File: config.mk
export PLATFORM = sky130hd
export DESIGN_NAME = fridge_compressor_control
export DESIGN_NICKNAME = d
export VERILOG_FILES = /design/src/pkg/fridge_pkg.sv /design/src/rtl/fridge_compressor_control.sv /design/src/rtl/pin_sync.sv
export SDC_FILE = /design/constraint.sdc
export NUM_CORES = 1
export LEC_CHECK = 0
export ABC_AREA = 1
export BUFFER_PORTS_ARGS = -buffer_cell sky130_fd_sc_hd__clkbuf_2
export CORE_MARGIN = 5
export CORE_UTILIZATION = 30
export CTS_CLUSTER_SIZE = 24
export DETAILED_ROUTE_END_ITERATION = 10
export GPL_TIMING_DRIVEN = 0
export PLACE_DENSITY = 0.5
export SYNTH_ARGS = -nofsm -noshare
export SYNTH_HDL_FRONTEND = slang
export SYNTH_SLANG_ARGS = --single-unit
File: constraint.sdc
create_clock -name clk -period 2.4 [get_ports clk]
set_input_delay 0.12 -clock clk [delete_from_list [all_inputs] [get_ports clk]]
set_output_delay 0.12 -clock clk [all_outputs]
set_load 0.05 [all_outputs]
File: src/pkg/fridge_pkg.sv
package fridge_pkg;

  // ******************************************************
  // clock and time base
  // ******************************************************
  localparam int CLK_HZ = 50_000_000;
  localparam int START_WINDOW_MS = 40;
  localparam int START_WINDOW_CYC = (CLK_HZ / 1000) * START_WINDOW_MS;
  localparam int GATE_PULSE_US = 20;
  localparam int GATE_PULSE_CYC = (CLK_HZ / 1_000_000) * GATE_PULSE_US;
  localparam int TICK_PERIOD_MS = 1;
  localparam int DOOR_DELAY_S = 60;
  localparam int DOOR_DELAY_TICKS = (DOOR_DELAY_S * 1000) / TICK_PERIOD_MS;

  // ******************************************************
  // temperatures, signed, tenths of a degree C
  // ******************************************************
  localparam int TEMP_W = 12;
  typedef logic signed [TEMP_W-1:0] temp_t;
  localparam temp_t RANGE_MAX = 12'sh050;
  localparam temp_t RANGE_MIN = 12'sh014;
  localparam temp_t ALARM_MAX = 12'sh078;
  localparam temp_t ALARM_MIN = 12'sh000;

  // ******************************************************
  // compressor start sequence, gray coded along the path
  // ******************************************************
  typedef enum logic [1:0] {
    COMP_IDLE = 2'h0,
    COMP_ARM = 2'h1,
    COMP_FIRE = 2'h3,
    COMP_RUN = 2'h2
  } comp_state_t;

  localparam int SYNC_ZC = 0;
  localparam int SYNC_DOOR = 1;
  localparam int SYNC_N = 2;

endpackage

File: src/rtl/fridge_compressor_control.sv
module fridge_compressor_control
  import fridge_pkg::*;
#(
  parameter int START_CYC = fridge_pkg::START_WINDOW_CYC,
  parameter int GATE_CYC = fridge_pkg::GATE_PULSE_CYC,
  parameter int DOOR_TICKS = fridge_pkg::DOOR_DELAY_TICKS
) (
  input wire logic clk,
  input wire logic nrst,
  input wire logic clkEn,
  input wire logic timeTick,
  input wire fridge_pkg::temp_t airTemp,
  input wire logic airTempValid,
  input wire logic zeroCross,
  input wire logic doorOpen,
  output logic relayOn,
  output logic triacGate,
  output logic buzzer,
  output logic alarmLed,
  output logic compressorLed,
  output logic powerLed
);

  import fridge_pkg::*;

  localparam int WIN_W = $clog2(START_CYC + 1);
  localparam int GATE_W = $clog2(GATE_CYC + 1);
  localparam int DOOR_W = $clog2(DOOR_TICKS + 1);
  localparam logic [WIN_W-1:0] WIN_LAST = WIN_W'(START_CYC - 1);
  localparam logic [GATE_W-1:0] GATE_LOAD = GATE_W'(GATE_CYC);
  localparam logic [DOOR_W-1:0] DOOR_LAST = DOOR_W'(DOOR_TICKS);

  // ******************************************************
  // pin synchronisers
  // ******************************************************
  logic [SYNC_N-1:0] pinRaw;
  logic [SYNC_N-1:0] pinLevel;
  logic [SYNC_N-1:0] pinEdge;
  logic zcEvent;
  logic doorIsOpen;

  assign pinRaw[SYNC_ZC] = zeroCross;
  assign pinRaw[SYNC_DOOR] = doorOpen;

  pin_sync #(
    .WIDTH(SYNC_N)
  ) u_sync (
    .clk(clk),
    .nrst(nrst),
    .clkEn(clkEn),
    .pinIn(pinRaw),
    .level(pinLevel),
    .anyEdge(pinEdge)
  );

  // the edge flag lands two enabled edges after the pin moves
  assign zcEvent = pinEdge[SYNC_ZC];
  assign doorIsOpen = pinLevel[SYNC_DOOR];

  // ******************************************************
  // temperature sample and bands
  // ******************************************************
  // the loop acts only on a fresh conversion; held value between strobes
  temp_t temp_reg;
  logic tempSeen_reg;
  logic atRangeMin;
  logic atRangeMax;
  logic belowRangeMax;
  logic overTemp;
  logic underTemp;

  always_ff @(posedge clk or negedge nrst) begin
    if (!nrst) begin
      temp_reg <= RANGE_MAX;
    end else if (clkEn && airTempValid) begin
      temp_reg <= airTemp;
    end
  end

  // bands stay inert until the first conversion has landed
  always_ff @(posedge clk or negedge nrst) begin
    if (!nrst) begin
      tempSeen_reg <= 1'b0;
    end else if (clkEn && airTempValid) begin
      tempSeen_reg <= 1'b1;
    end
  end

  assign atRangeMin = tempSeen_reg && (temp_reg <= RANGE_MIN);
  assign atRangeMax = tempSeen_reg && (temp_reg >= RANGE_MAX);
  assign belowRangeMax = tempSeen_reg && (temp_reg < RANGE_MAX);
  assign overTemp = tempSeen_reg && (temp_reg >= ALARM_MAX);
  assign underTemp = tempSeen_reg && (temp_reg <= ALARM_MIN);

  // ******************************************************
  // hysteresis demand
  // ******************************************************
  // between the two limits the demand holds its last value
  logic demand_reg;

  always_ff @(posedge clk or negedge nrst) begin
    if (!nrst) begin
      demand_reg <= 1'b0;
    end else if (clkEn) begin
      if (atRangeMin) begin
        demand_reg <= 1'b0;
      end else if (atRangeMax) begin
        demand_reg <= 1'b1;
      end
    end
  end

  // ******************************************************
  // start sequence
  // ******************************************************
  comp_state_t state_reg;
  comp_state_t state_next;
  logic [WIN_W-1:0] winCnt_reg;
  logic winDone;

  assign winDone = (winCnt_reg >= WIN_LAST);

  // a drop in demand aborts the start at any step
  always_comb begin
    state_next = state_reg;
    case (state_reg)
      COMP_IDLE: begin
        if (demand_reg) begin
          state_next = COMP_ARM;
        end
      end
      COMP_ARM: begin
        if (!demand_reg) begin
          state_next = COMP_IDLE;
        end else if (zcEvent) begin
          state_next = COMP_FIRE;
        end
      end
      COMP_FIRE: begin
        if (!demand_reg) begin
          state_next = COMP_IDLE;
        end else if (winDone) begin
          state_next = COMP_RUN;
        end
      end
      COMP_RUN: begin
        if (!demand_reg) begin
          state_next = COMP_IDLE;
        end
      end
      default: begin
        state_next = COMP_IDLE;
      end
    endcase
  end

  always_ff @(posedge clk or negedge nrst) begin
    if (!nrst) begin
      state_reg <= COMP_IDLE;
    end else if (clkEn) begin
      state_reg <= state_next;
    end
  end

  // window counts from the first crossing, not from the relay closing
  always_ff @(posedge clk or negedge nrst) begin
    if (!nrst) begin
      winCnt_reg <= '0;
    end else if (clkEn) begin
      if (state_reg != COMP_FIRE) begin
        winCnt_reg <= '0;
      end else if (!winDone) begin
        winCnt_reg <= winCnt_reg + 1'b1;
      end
    end
  end

  // ******************************************************
  // relay and triac outputs
  // ******************************************************
  // relay closes before any gate pulse and stays closed through run
  always_ff @(posedge clk or negedge nrst) begin
    if (!nrst) begin
      relayOn <= 1'b0;
    end else if (clkEn) begin
      relayOn <= (state_next != COMP_IDLE);
    end
  end

  always_ff @(posedge clk or negedge nrst) begin
    if (!nrst) begin
      compressorLed <= 1'b0;
    end else if (clkEn) begin
      compressorLed <= (state_next != COMP_IDLE);
    end
  end

  // a short gate pulse per crossing; the triac latches until current zero
  logic [GATE_W-1:0] gateCnt_reg;
  logic fireNow;

  assign fireNow = zcEvent && demand_reg
    && ((state_reg == COMP_ARM)
        || ((state_reg == COMP_FIRE) && !winDone));

  always_ff @(posedge clk or negedge nrst) begin
    if (!nrst) begin
      gateCnt_reg <= '0;
    end else if (clkEn) begin
      if (fireNow) begin
        gateCnt_reg <= GATE_LOAD;
      end else if (state_next == COMP_IDLE || state_next == COMP_RUN) begin
        gateCnt_reg <= '0;
      end else if (gateCnt_reg != '0) begin
        gateCnt_reg <= gateCnt_reg - 1'b1;
      end
    end
  end

  // the gate is cut at once when the relay drops or the window closes
  always_ff @(posedge clk or negedge nrst) begin
    if (!nrst) begin
      triacGate <= 1'b0;
    end else if (clkEn) begin
      triacGate <= fireNow || ((gateCnt_reg > GATE_W'(1))
        && (state_next == COMP_ARM || state_next == COMP_FIRE));
    end
  end

  // ******************************************************
  // door delay on the time-base tick
  // ******************************************************
  // any close restarts the full delay, so brief openings never alarm
  logic [DOOR_W-1:0] doorCnt_reg;
  logic doorAlarm;

  always_ff @(posedge clk or negedge nrst) begin
    if (!nrst) begin
      doorCnt_reg <= '0;
    end else if (clkEn) begin
      if (!doorIsOpen) begin
        doorCnt_reg <= '0;
      end else if (timeTick && doorCnt_reg != DOOR_LAST) begin
        doorCnt_reg <= doorCnt_reg + 1'b1;
      end
    end
  end

  assign doorAlarm = doorIsOpen && (doorCnt_reg == DOOR_LAST);

  // ******************************************************
  // alarm enable, buzzer and indicators
  // ******************************************************
  // warm start is no fault: stay quiet until the cabinet first cools
  logic alarmsOn_reg;
  logic alarmAny;

  always_ff @(posedge clk or negedge nrst) begin
    if (!nrst) begin
      alarmsOn_reg <= 1'b0;
    end else if (clkEn && belowRangeMax) begin
      alarmsOn_reg <= 1'b1;
    end
  end

  assign alarmAny = doorAlarm || overTemp || underTemp;

  always_ff @(posedge clk or negedge nrst) begin
    if (!nrst) begin
      buzzer <= 1'b0;
    end else if (clkEn) begin
      buzzer <= alarmsOn_reg && alarmAny;
    end
  end

  always_ff @(posedge clk or negedge nrst) begin
    if (!nrst) begin
      alarmLed <= 1'b0;
    end else if (clkEn) begin
      alarmLed <= alarmAny;
    end
  end

  // power indicator lights from the first enabled edge after reset
  always_ff @(posedge clk or negedge nrst) begin
    if (!nrst) begin
      powerLed <= 1'b0;
    end else if (clkEn) begin
      powerLed <= 1'b1;
    end
  end

endmodule

File: src/rtl/pin_sync.sv
module pin_sync #(
  parameter int WIDTH = 2
) (
  input wire logic clk,
  input wire logic nrst,
  input wire logic clkEn,
  input wire logic [WIDTH-1:0] pinIn,
  output logic [WIDTH-1:0] level,
  output logic [WIDTH-1:0] anyEdge
);

  // ******************************************************
  // two-flop synchroniser plus edge detect per pin
  // ******************************************************
  // the first stage feeds only the second; edges compare stage 2 and 3
  genvar i;
  generate
    for (i = 0; i < WIDTH; i++) begin : g_pin
      logic meta_reg;
      logic stable_reg;
      logic last_reg;
      always_ff @(posedge clk or negedge nrst) begin
        if (!nrst) begin
          meta_reg <= 1'b0;
          stable_reg <= 1'b0;
          last_reg <= 1'b0;
        end else if (clkEn) begin
          meta_reg <= pinIn[i];
          stable_reg <= meta_reg;
          last_reg <= stable_reg;
        end
      end
      assign level[i] = stable_reg;
      assign anyEdge[i] = stable_reg ^ last_reg;
    end
  endgenerate

endmodule

**Yosys cells after proc, flatten, opt, wreduce, memory -nomap -nowiden**

Index checks and enable logic that the tools add are counted.
W data, S select, Z words.

- Output and inout port bits: 6
- Input port bits: 19
- Word-level logic and storage cells: 87
- Flip-flop bits (word level): 74

- Reductions and logical operators: 31
- Equal/unequal tests: 11
- Multiplexer cells: 16
- $add $sub $neg: 3
- Bitwise gates (word level): 1
- Magnitude comparators: 7

Operators by type and width:

| kind | number |
|---|---|
| $mux W21 | 2 |
| $mux W16 | 2 |
| $mux W10 | 3 |
| $ge A12 B8 Y1 const B | 2 |
| $add A21 B1 Y21 const B | 1 |
| $ge A21 B21 Y1 const B | 1 |
| $add A16 B1 Y16 const B | 1 |
| $eq A16 B16 Y1 const B | 1 |
| $ne A16 B16 Y1 const B | 1 |
| $logic_and A1 B1 Y1 | 14 |
| $le A12 B1 Y1 const B | 1 |
| $le A12 B6 Y1 const B | 1 |
| $lt A12 B8 Y1 const B | 1 |
| $mux W2 | 6 |
| $gt A10 B1 Y1 const B | 1 |
| $reduce_bool A10 Y1 | 1 |
| $sub A10 B1 Y10 const B | 1 |
| $eq A2 B2 Y1 const B | 4 |
| $pmux W2 S4 | 1 |
| $reduce_and A2 Y1 | 4 |
| $logic_or A1 B1 Y1 | 6 |
| $eq A2 B1 Y1 const B | 2 |
| $logic_not A2 Y1 | 2 |
| $ne A2 B2 Y1 const B | 2 |
| other kinds (6) | 8 |

**Depth between registers and ports, before layout**

- Depth after elaboration: 8
- Mapped depth: 13
- Depth with buffers taken out: 13

**Modules after synthesis**

From an unflattened synthesis, not the netlist that was laid out.

- Cell total of the unflattened synthesis: 572
- Area total of the unflattened synthesis: 4439.3 um2

By module, submodules not included:

| module | cells each | times used | seq. area each (um2) | area each (um2) |
|---|---|---|---|---|
| fridge_compressor_control | 535 | 1 | 1729.2 | 4165.2 |
| pin_sync | 37 | 1 | 150.1 | 274.0 |

**Worst setup path before layout**

No wires, ideal clock.

- Kind: flip-flop to flip-flop
- Start point: reg gateCnt_reg[0]
- End point: reg gateCnt_reg[1]
- Period minus slack after synthesis: 1.707 ns
- Slack: 0.693 ns
- Library setup time: 0.071 ns
- Buffers on the path: 0
- Arrival time: 1.635 ns
- Cell stages (with the launch flop): 8
- Data required time: 2.329 ns
- Cell sequence: dfrtp_1 -> inv_1 -> ha_1 -> nand4_1 -> or2_2 -> nand2_1 -> mux2_2 -> nor2_1

- Word-level cells in the longest chain between the ends: 4
- Elaborated cells on any way between the ends: 7
- Those cells by class: 1 x add/sub; 3 x mux; 3 x reduce/logical

Ends and longest elaborated chain:

| item | line | text |
|---|---|---|
| from (decl) | fridge_compressor_control.sv:199 | `logic [GATE_W-1:0] gateCnt_reg;` |
| from (signal assigned) | fridge_compressor_control.sv:215 | `gateCnt_reg <= gateCnt_reg - 1'b1;` |
| $sub A10 B1 Y10 | fridge_compressor_control.sv:215 |  |
| $mux W10 | fridge_compressor_control.sv:214 | `end else if (gateCnt_reg != '0) begin` |
| $mux W10 | fridge_compressor_control.sv:212 | `end else if (state_next == COMP_IDLE \|\| state_next == COMP_RUN) begin` |
| $mux W10 | fridge_compressor_control.sv:210 | `if (fireNow) begin` |

Several ways; a longest one is shown, not always the timed one. The select of a mux whose other input is x is not followed.
A chain may end at the register's enable or synchronous reset.

**Worst setup path after layout**

- Start point: reg winCnt_reg[1]
- End point: reg winCnt_reg[16]

- Word-level cells in the longest chain between the ends: 3
- Elaborated cells on any way between the ends: 6
- Those cells by class: 1 x add/sub; 1 x order compare; 1 x eq/ne; 2 x mux; 1 x reduce/logical

Ends and longest elaborated chain:

| item | line | text |
|---|---|---|
| from (decl) | fridge_compressor_control.sv:118 | `logic [WIN_W-1:0] winCnt_reg;` |
| from (signal assigned) | fridge_compressor_control.sv:173 | `winCnt_reg <= winCnt_reg + 1'b1;` |
| $add A21 B1 Y21 or $ge A21 B21 Y1 (tied branches) | fridge_compressor_control.sv:173, fridge_compressor_control.sv:121 |  |
| $mux W21 or $ne A2 B1 Y1 (tied branches) | -- |  |
| $mux W21 or $reduce_and A2 Y1 (tied branches) | -- |  |

Several ways; a longest one is shown, not always the timed one. The select of a mux whose other input is x is not followed.

==> metrics.log <==
INFO  metric cts.clk_slew.worst_paths = 0.06 ns
INFO  metric timing.critical_path.from = winCnt_reg[1]
INFO  metric run_status = completed
INFO  metric async_set_or_reset_flop_fraction_in_the_synthesized_netlist = 1.000
INFO  metric vias = 3741
INFO  metric grt_setup_unrepaired = no
INFO  metric timing.setup.tns = 0 ns
INFO  metric critical_path.endpoint_type = flip-flop
INFO  metric drtAntennaViolNets = 0
INFO  metric core_area = 14370 um^2
INFO  metric arrival_time_at_the_worst_endpoint = 2.14 ns
INFO  metric synth.top_cells.by_area = sky130_fd_sc_hd__dfrtp_1 41%, sky130_fd_sc_hd__nand2_1 13%, sky130_fd_sc_hd__nor2_1 5.4%, sky130_fd_sc_hd__nand3_1 5.1%, sky130_fd_sc_hd__xor2_1 4.8%
INFO  metric routed_wirelength = 10.18 mm
INFO  metric final.min_clock_period = 1.909 ns
INFO  metric dr.first_iter.drc_count = 218
INFO  metric synthesis.area = 4349 um^2
INFO  metric count_of_flip_flops_with_a_built_in_enable_after_synthesis = 0
INFO  metric yosys.area.top_type = sky130_fd_sc_hd__dfrtp_1
INFO  metric ys_dominant_reg_cell = sky130_fd_sc_hd__dfrtp_1
INFO  metric die-area = 17010 um^2
INFO  metric netlist_instances = 568
INFO  metric setup_viol = 0
INFO  metric final_cells = 801
INFO  metric place.port_buffers = 23
INFO  metric worst_skew_pair.late_latency = 0.34 ns
INFO  metric cts_inserted_buffers = 9
INFO  metric timing_worst_slew_pin_value = 0.5796 ns
INFO  metric htree_levels = 3
INFO  metric final_min_period_over_clock_period = 0.7955
INFO  metric detailed_place.area = 4725 um^2
INFO  metric drc = 0
INFO  metric die_w = 130.4 um
INFO  metric antenna_cells_inserted = 0
INFO  metric yosysWarnings = 0
INFO  metric power_leakage = 2.311 nW
INFO  metric clock.fmax = 523.8 MHz
INFO  metric dr.pass1.iters = 4
INFO  metric crit_path_max_fanout = 10
INFO  metric synth_cell_type_count = 35
INFO  metric top_cell_types_by_occurrence_after_synthesis = 155 x sky130_fd_sc_hd__nand2_1, 72 x sky130_fd_sc_hd__dfrtp_1, 63 x sky130_fd_sc_hd__nor2_1
INFO  metric grt.total_usage = 0.1315
INFO  metric clkSinkCount = 74
INFO  metric ioPinCount = 25
INFO  metric largest_net_degree_at_the_start_of_global_routing = 61
INFO  metric power-per-cell-area = 731.2 nW/um^2
INFO  metric post-route-cell-area = 5127 um^2
INFO  metric largest_register_ffs = 21
INFO  metric rows = 44
INFO  metric worst_hold_path_type = input pin to flip-flop
INFO  metric cts.root.buffer_cell = sky130_fd_sc_hd__clkbuf_16
INFO  metric critical_path_class = flip-flop to flip-flop
INFO  metric vdd_drop_max = 0.3616 mV
INFO  metric finalWeightedCongestion = 0.8597
INFO  metric share_of_the_yosys_chip_area_belonging_to_registers = 0.4264
INFO  metric rr_startpoint = winCnt_reg[1]
INFO  metric wl_per_cell = 12.71 um
INFO  metric cts.repair_timing.setup_buffer_count = 0
INFO  metric critical_path.startpoint_type = flip-flop
INFO  metric cap_viol_max_count = 0
INFO  metric grt_first_pass_wirelength = 17.77 mm
INFO  metric skew = 0.005555 ns
INFO  metric global_route.overflow_total = 0
INFO  metric worst_hold_startpoint = airTemp[5]
INFO  metric tritoncts = yes
INFO  metric yosys_register_bits = 74
INFO  metric viasPerCell = 4.670
INFO  metric hold_viol_final = 0
INFO  metric area_delta_synth_final = 17.89%
INFO  metric synthesis.nets = 592
INFO  metric slew_headroom = 0.6106
INFO  metric most_repeated_cell_in_the_gate_level_netlist_after_synthesis = sky130_fd_sc_hd__nand2_1
INFO  metric antenna_found_initial = 0
INFO  metric timing.critical_path.required = 2.63 ns
INFO  metric top_cell_type_s_share_of_synthesized_area = 0.4143
INFO  metric die_h = 130.4 um
INFO  metric final.hold.worst_slack = 0.02234 ns
INFO  metric final_nets = 636
INFO  metric place_hpwl = 7.544 mm
INFO  metric first_global_vias = 3600
INFO  metric place_inst = 776
INFO  metric cts.path.max_buffers = 2
INFO  metric cts-resized-gates = 0
INFO  metric final_layout_size_suffix_gt1_frac = 0.1378
INFO  metric initial_core_utilization = 0.3027
INFO  metric syn_avg_cell_area = 7.657 um^2
INFO  metric report.final.slew_viol_count = 0
==> worst max-delay path, cell delays in order (launching register included) <==
cell	delay, ns
sky130_fd_sc_hd__dfrtp_1	0.44
sky130_fd_sc_hd__ha_1	0.29
sky130_fd_sc_hd__nand2_2	0.11
sky130_fd_sc_hd__a21oi_2	0.16
sky130_fd_sc_hd__nand3_2	0.10
sky130_fd_sc_hd__nand2_2	0.11
sky130_fd_sc_hd__nand2_2	0.07
sky130_fd_sc_hd__nand2_4	0.13
sky130_fd_sc_hd__inv_4	0.08
sky130_fd_sc_hd__buf_6	0.15
sky130_fd_sc_hd__nand3_1	0.08
sky130_fd_sc_hd__nand2_1	0.06
==> final cells by class <==
cell class / instances / area (um^2)
clock inverters: 6 / 73.82
fillers: 1503 / 9241
multi-input cells: 418 / 2167
inverters: 59 / 224.0
clock buffers: 10 / 239.0
flip-flops and latches: 74 / 1854
plain buffers: 17 / 103.9
repair buffers: 33 / 235.2
well taps: 184 / 230.2
==> layout by cell type (no fill, tap or decap), types with 3 or more instances in the layout <==
| cell type | n |
|---|---|
| sky130_fd_sc_hd__nand2_1 | 155 |
| sky130_fd_sc_hd__dfrtp_1 | 72 |
| sky130_fd_sc_hd__nor2_1 | 63 |
| sky130_fd_sc_hd__inv_1 | 55 |
| sky130_fd_sc_hd__nand3_1 | 44 |
| sky130_fd_sc_hd__xor2_1 | 24 |
| sky130_fd_sc_hd__clkbuf_2 | 23 |
| sky130_fd_sc_hd__o21ai_0 | 23 |
| sky130_fd_sc_hd__nor3_1 | 21 |
| sky130_fd_sc_hd__o31ai_1 | 15 |
| sky130_fd_sc_hd__a21oi_1 | 13 |
| sky130_fd_sc_hd__nand4_1 | 12 |
| sky130_fd_sc_hd__xnor2_1 | 9 |
| sky130_fd_sc_hd__clkbuf_16 | 9 |
| sky130_fd_sc_hd__dlygate4sd3_1 | 9 |
| sky130_fd_sc_hd__nand2_2 | 7 |
| sky130_fd_sc_hd__clkbuf_1 | 6 |
| sky130_fd_sc_hd__mux2_2 | 6 |
| sky130_fd_sc_hd__ha_1 | 5 |
| sky130_fd_sc_hd__buf_2 | 4 |
| sky130_fd_sc_hd__o21ai_2 | 4 |
| sky130_fd_sc_hd__nor2_2 | 3 |
| sky130_fd_sc_hd__buf_6 | 3 |
| sky130_fd_sc_hd__buf_4 | 3 |
| sky130_fd_sc_hd__nand2_4 | 3 |
| sky130_fd_sc_hd__clkinv_4 | 3 |
==> what timing repair did <==
| item | 4_1_cts | 5_1_grt |
|---|---|---|
| endpoints found under the setup margin | 0 | 0 |
| hold buffers | 9 | 0 |
| hold endpoints to repair | 22 | 0 |
==> final timing paths <==
kind                                    to  slack (ns)  cells past startpoint
setup reg to reg            winCnt_reg[16]        0.49                     11
min in group asynchronous  doorCnt_reg[14]        0.22                      2
hold reg to reg               alarmsOn_reg        0.45                      2
setup / recovery            winCnt_reg[16]        0.49                     11
hold / removal                 temp_reg[5]        0.02                      3
max in group asynchronous   winCnt_reg[13]        1.59                      3
==> layer usage <==
layer | routed length, um | GRT usage | up-vias
met5 | 0 | 0 | -
met4 | 304 | 0.06655 | 0
met3 | 331 | 0.02276 | 21
met2 | 4605 | 0.2031 | 70
met1 | 4937 | 0.1779 | 1731
li1 | - | - | 1919
==> kinds of logic (layout without fill, tap and decap cells) <==
logic type               after synthesis  count (layout)  share of synthesized area
buffers and inverters                 76             125                    0.07537
flip-flops                            74              74                     0.4264
XOR/XNOR                              33              33                    0.06646
multiplexers                           6               6                    0.01553
AO/OA/AOI/OAI                         58              58                    0.08170
adder cells (fa/ha/maj)                5               5                    0.01438
AND/OR/NAND/NOR                      316             316                     0.3202
==> power breakdown <==
part	switching, mW	internal (mW)
registers	0.102	1.37
clock network	0.580	0.847
logic	0.521	0.328
==> per-stage QoR <==
stage               setup WS [ns]  total power [mW]  utilization
floorplan                  0.6933             2.132            -
global placement           0.4165             2.324       0.3267
detailed placement         0.4978             2.339       0.3288
CTS                        0.4684             3.809       0.3568
global route               0.3425             3.987       0.3568
finish                     0.4907             3.749       0.3568
Power figures use the tool's default switching activity.
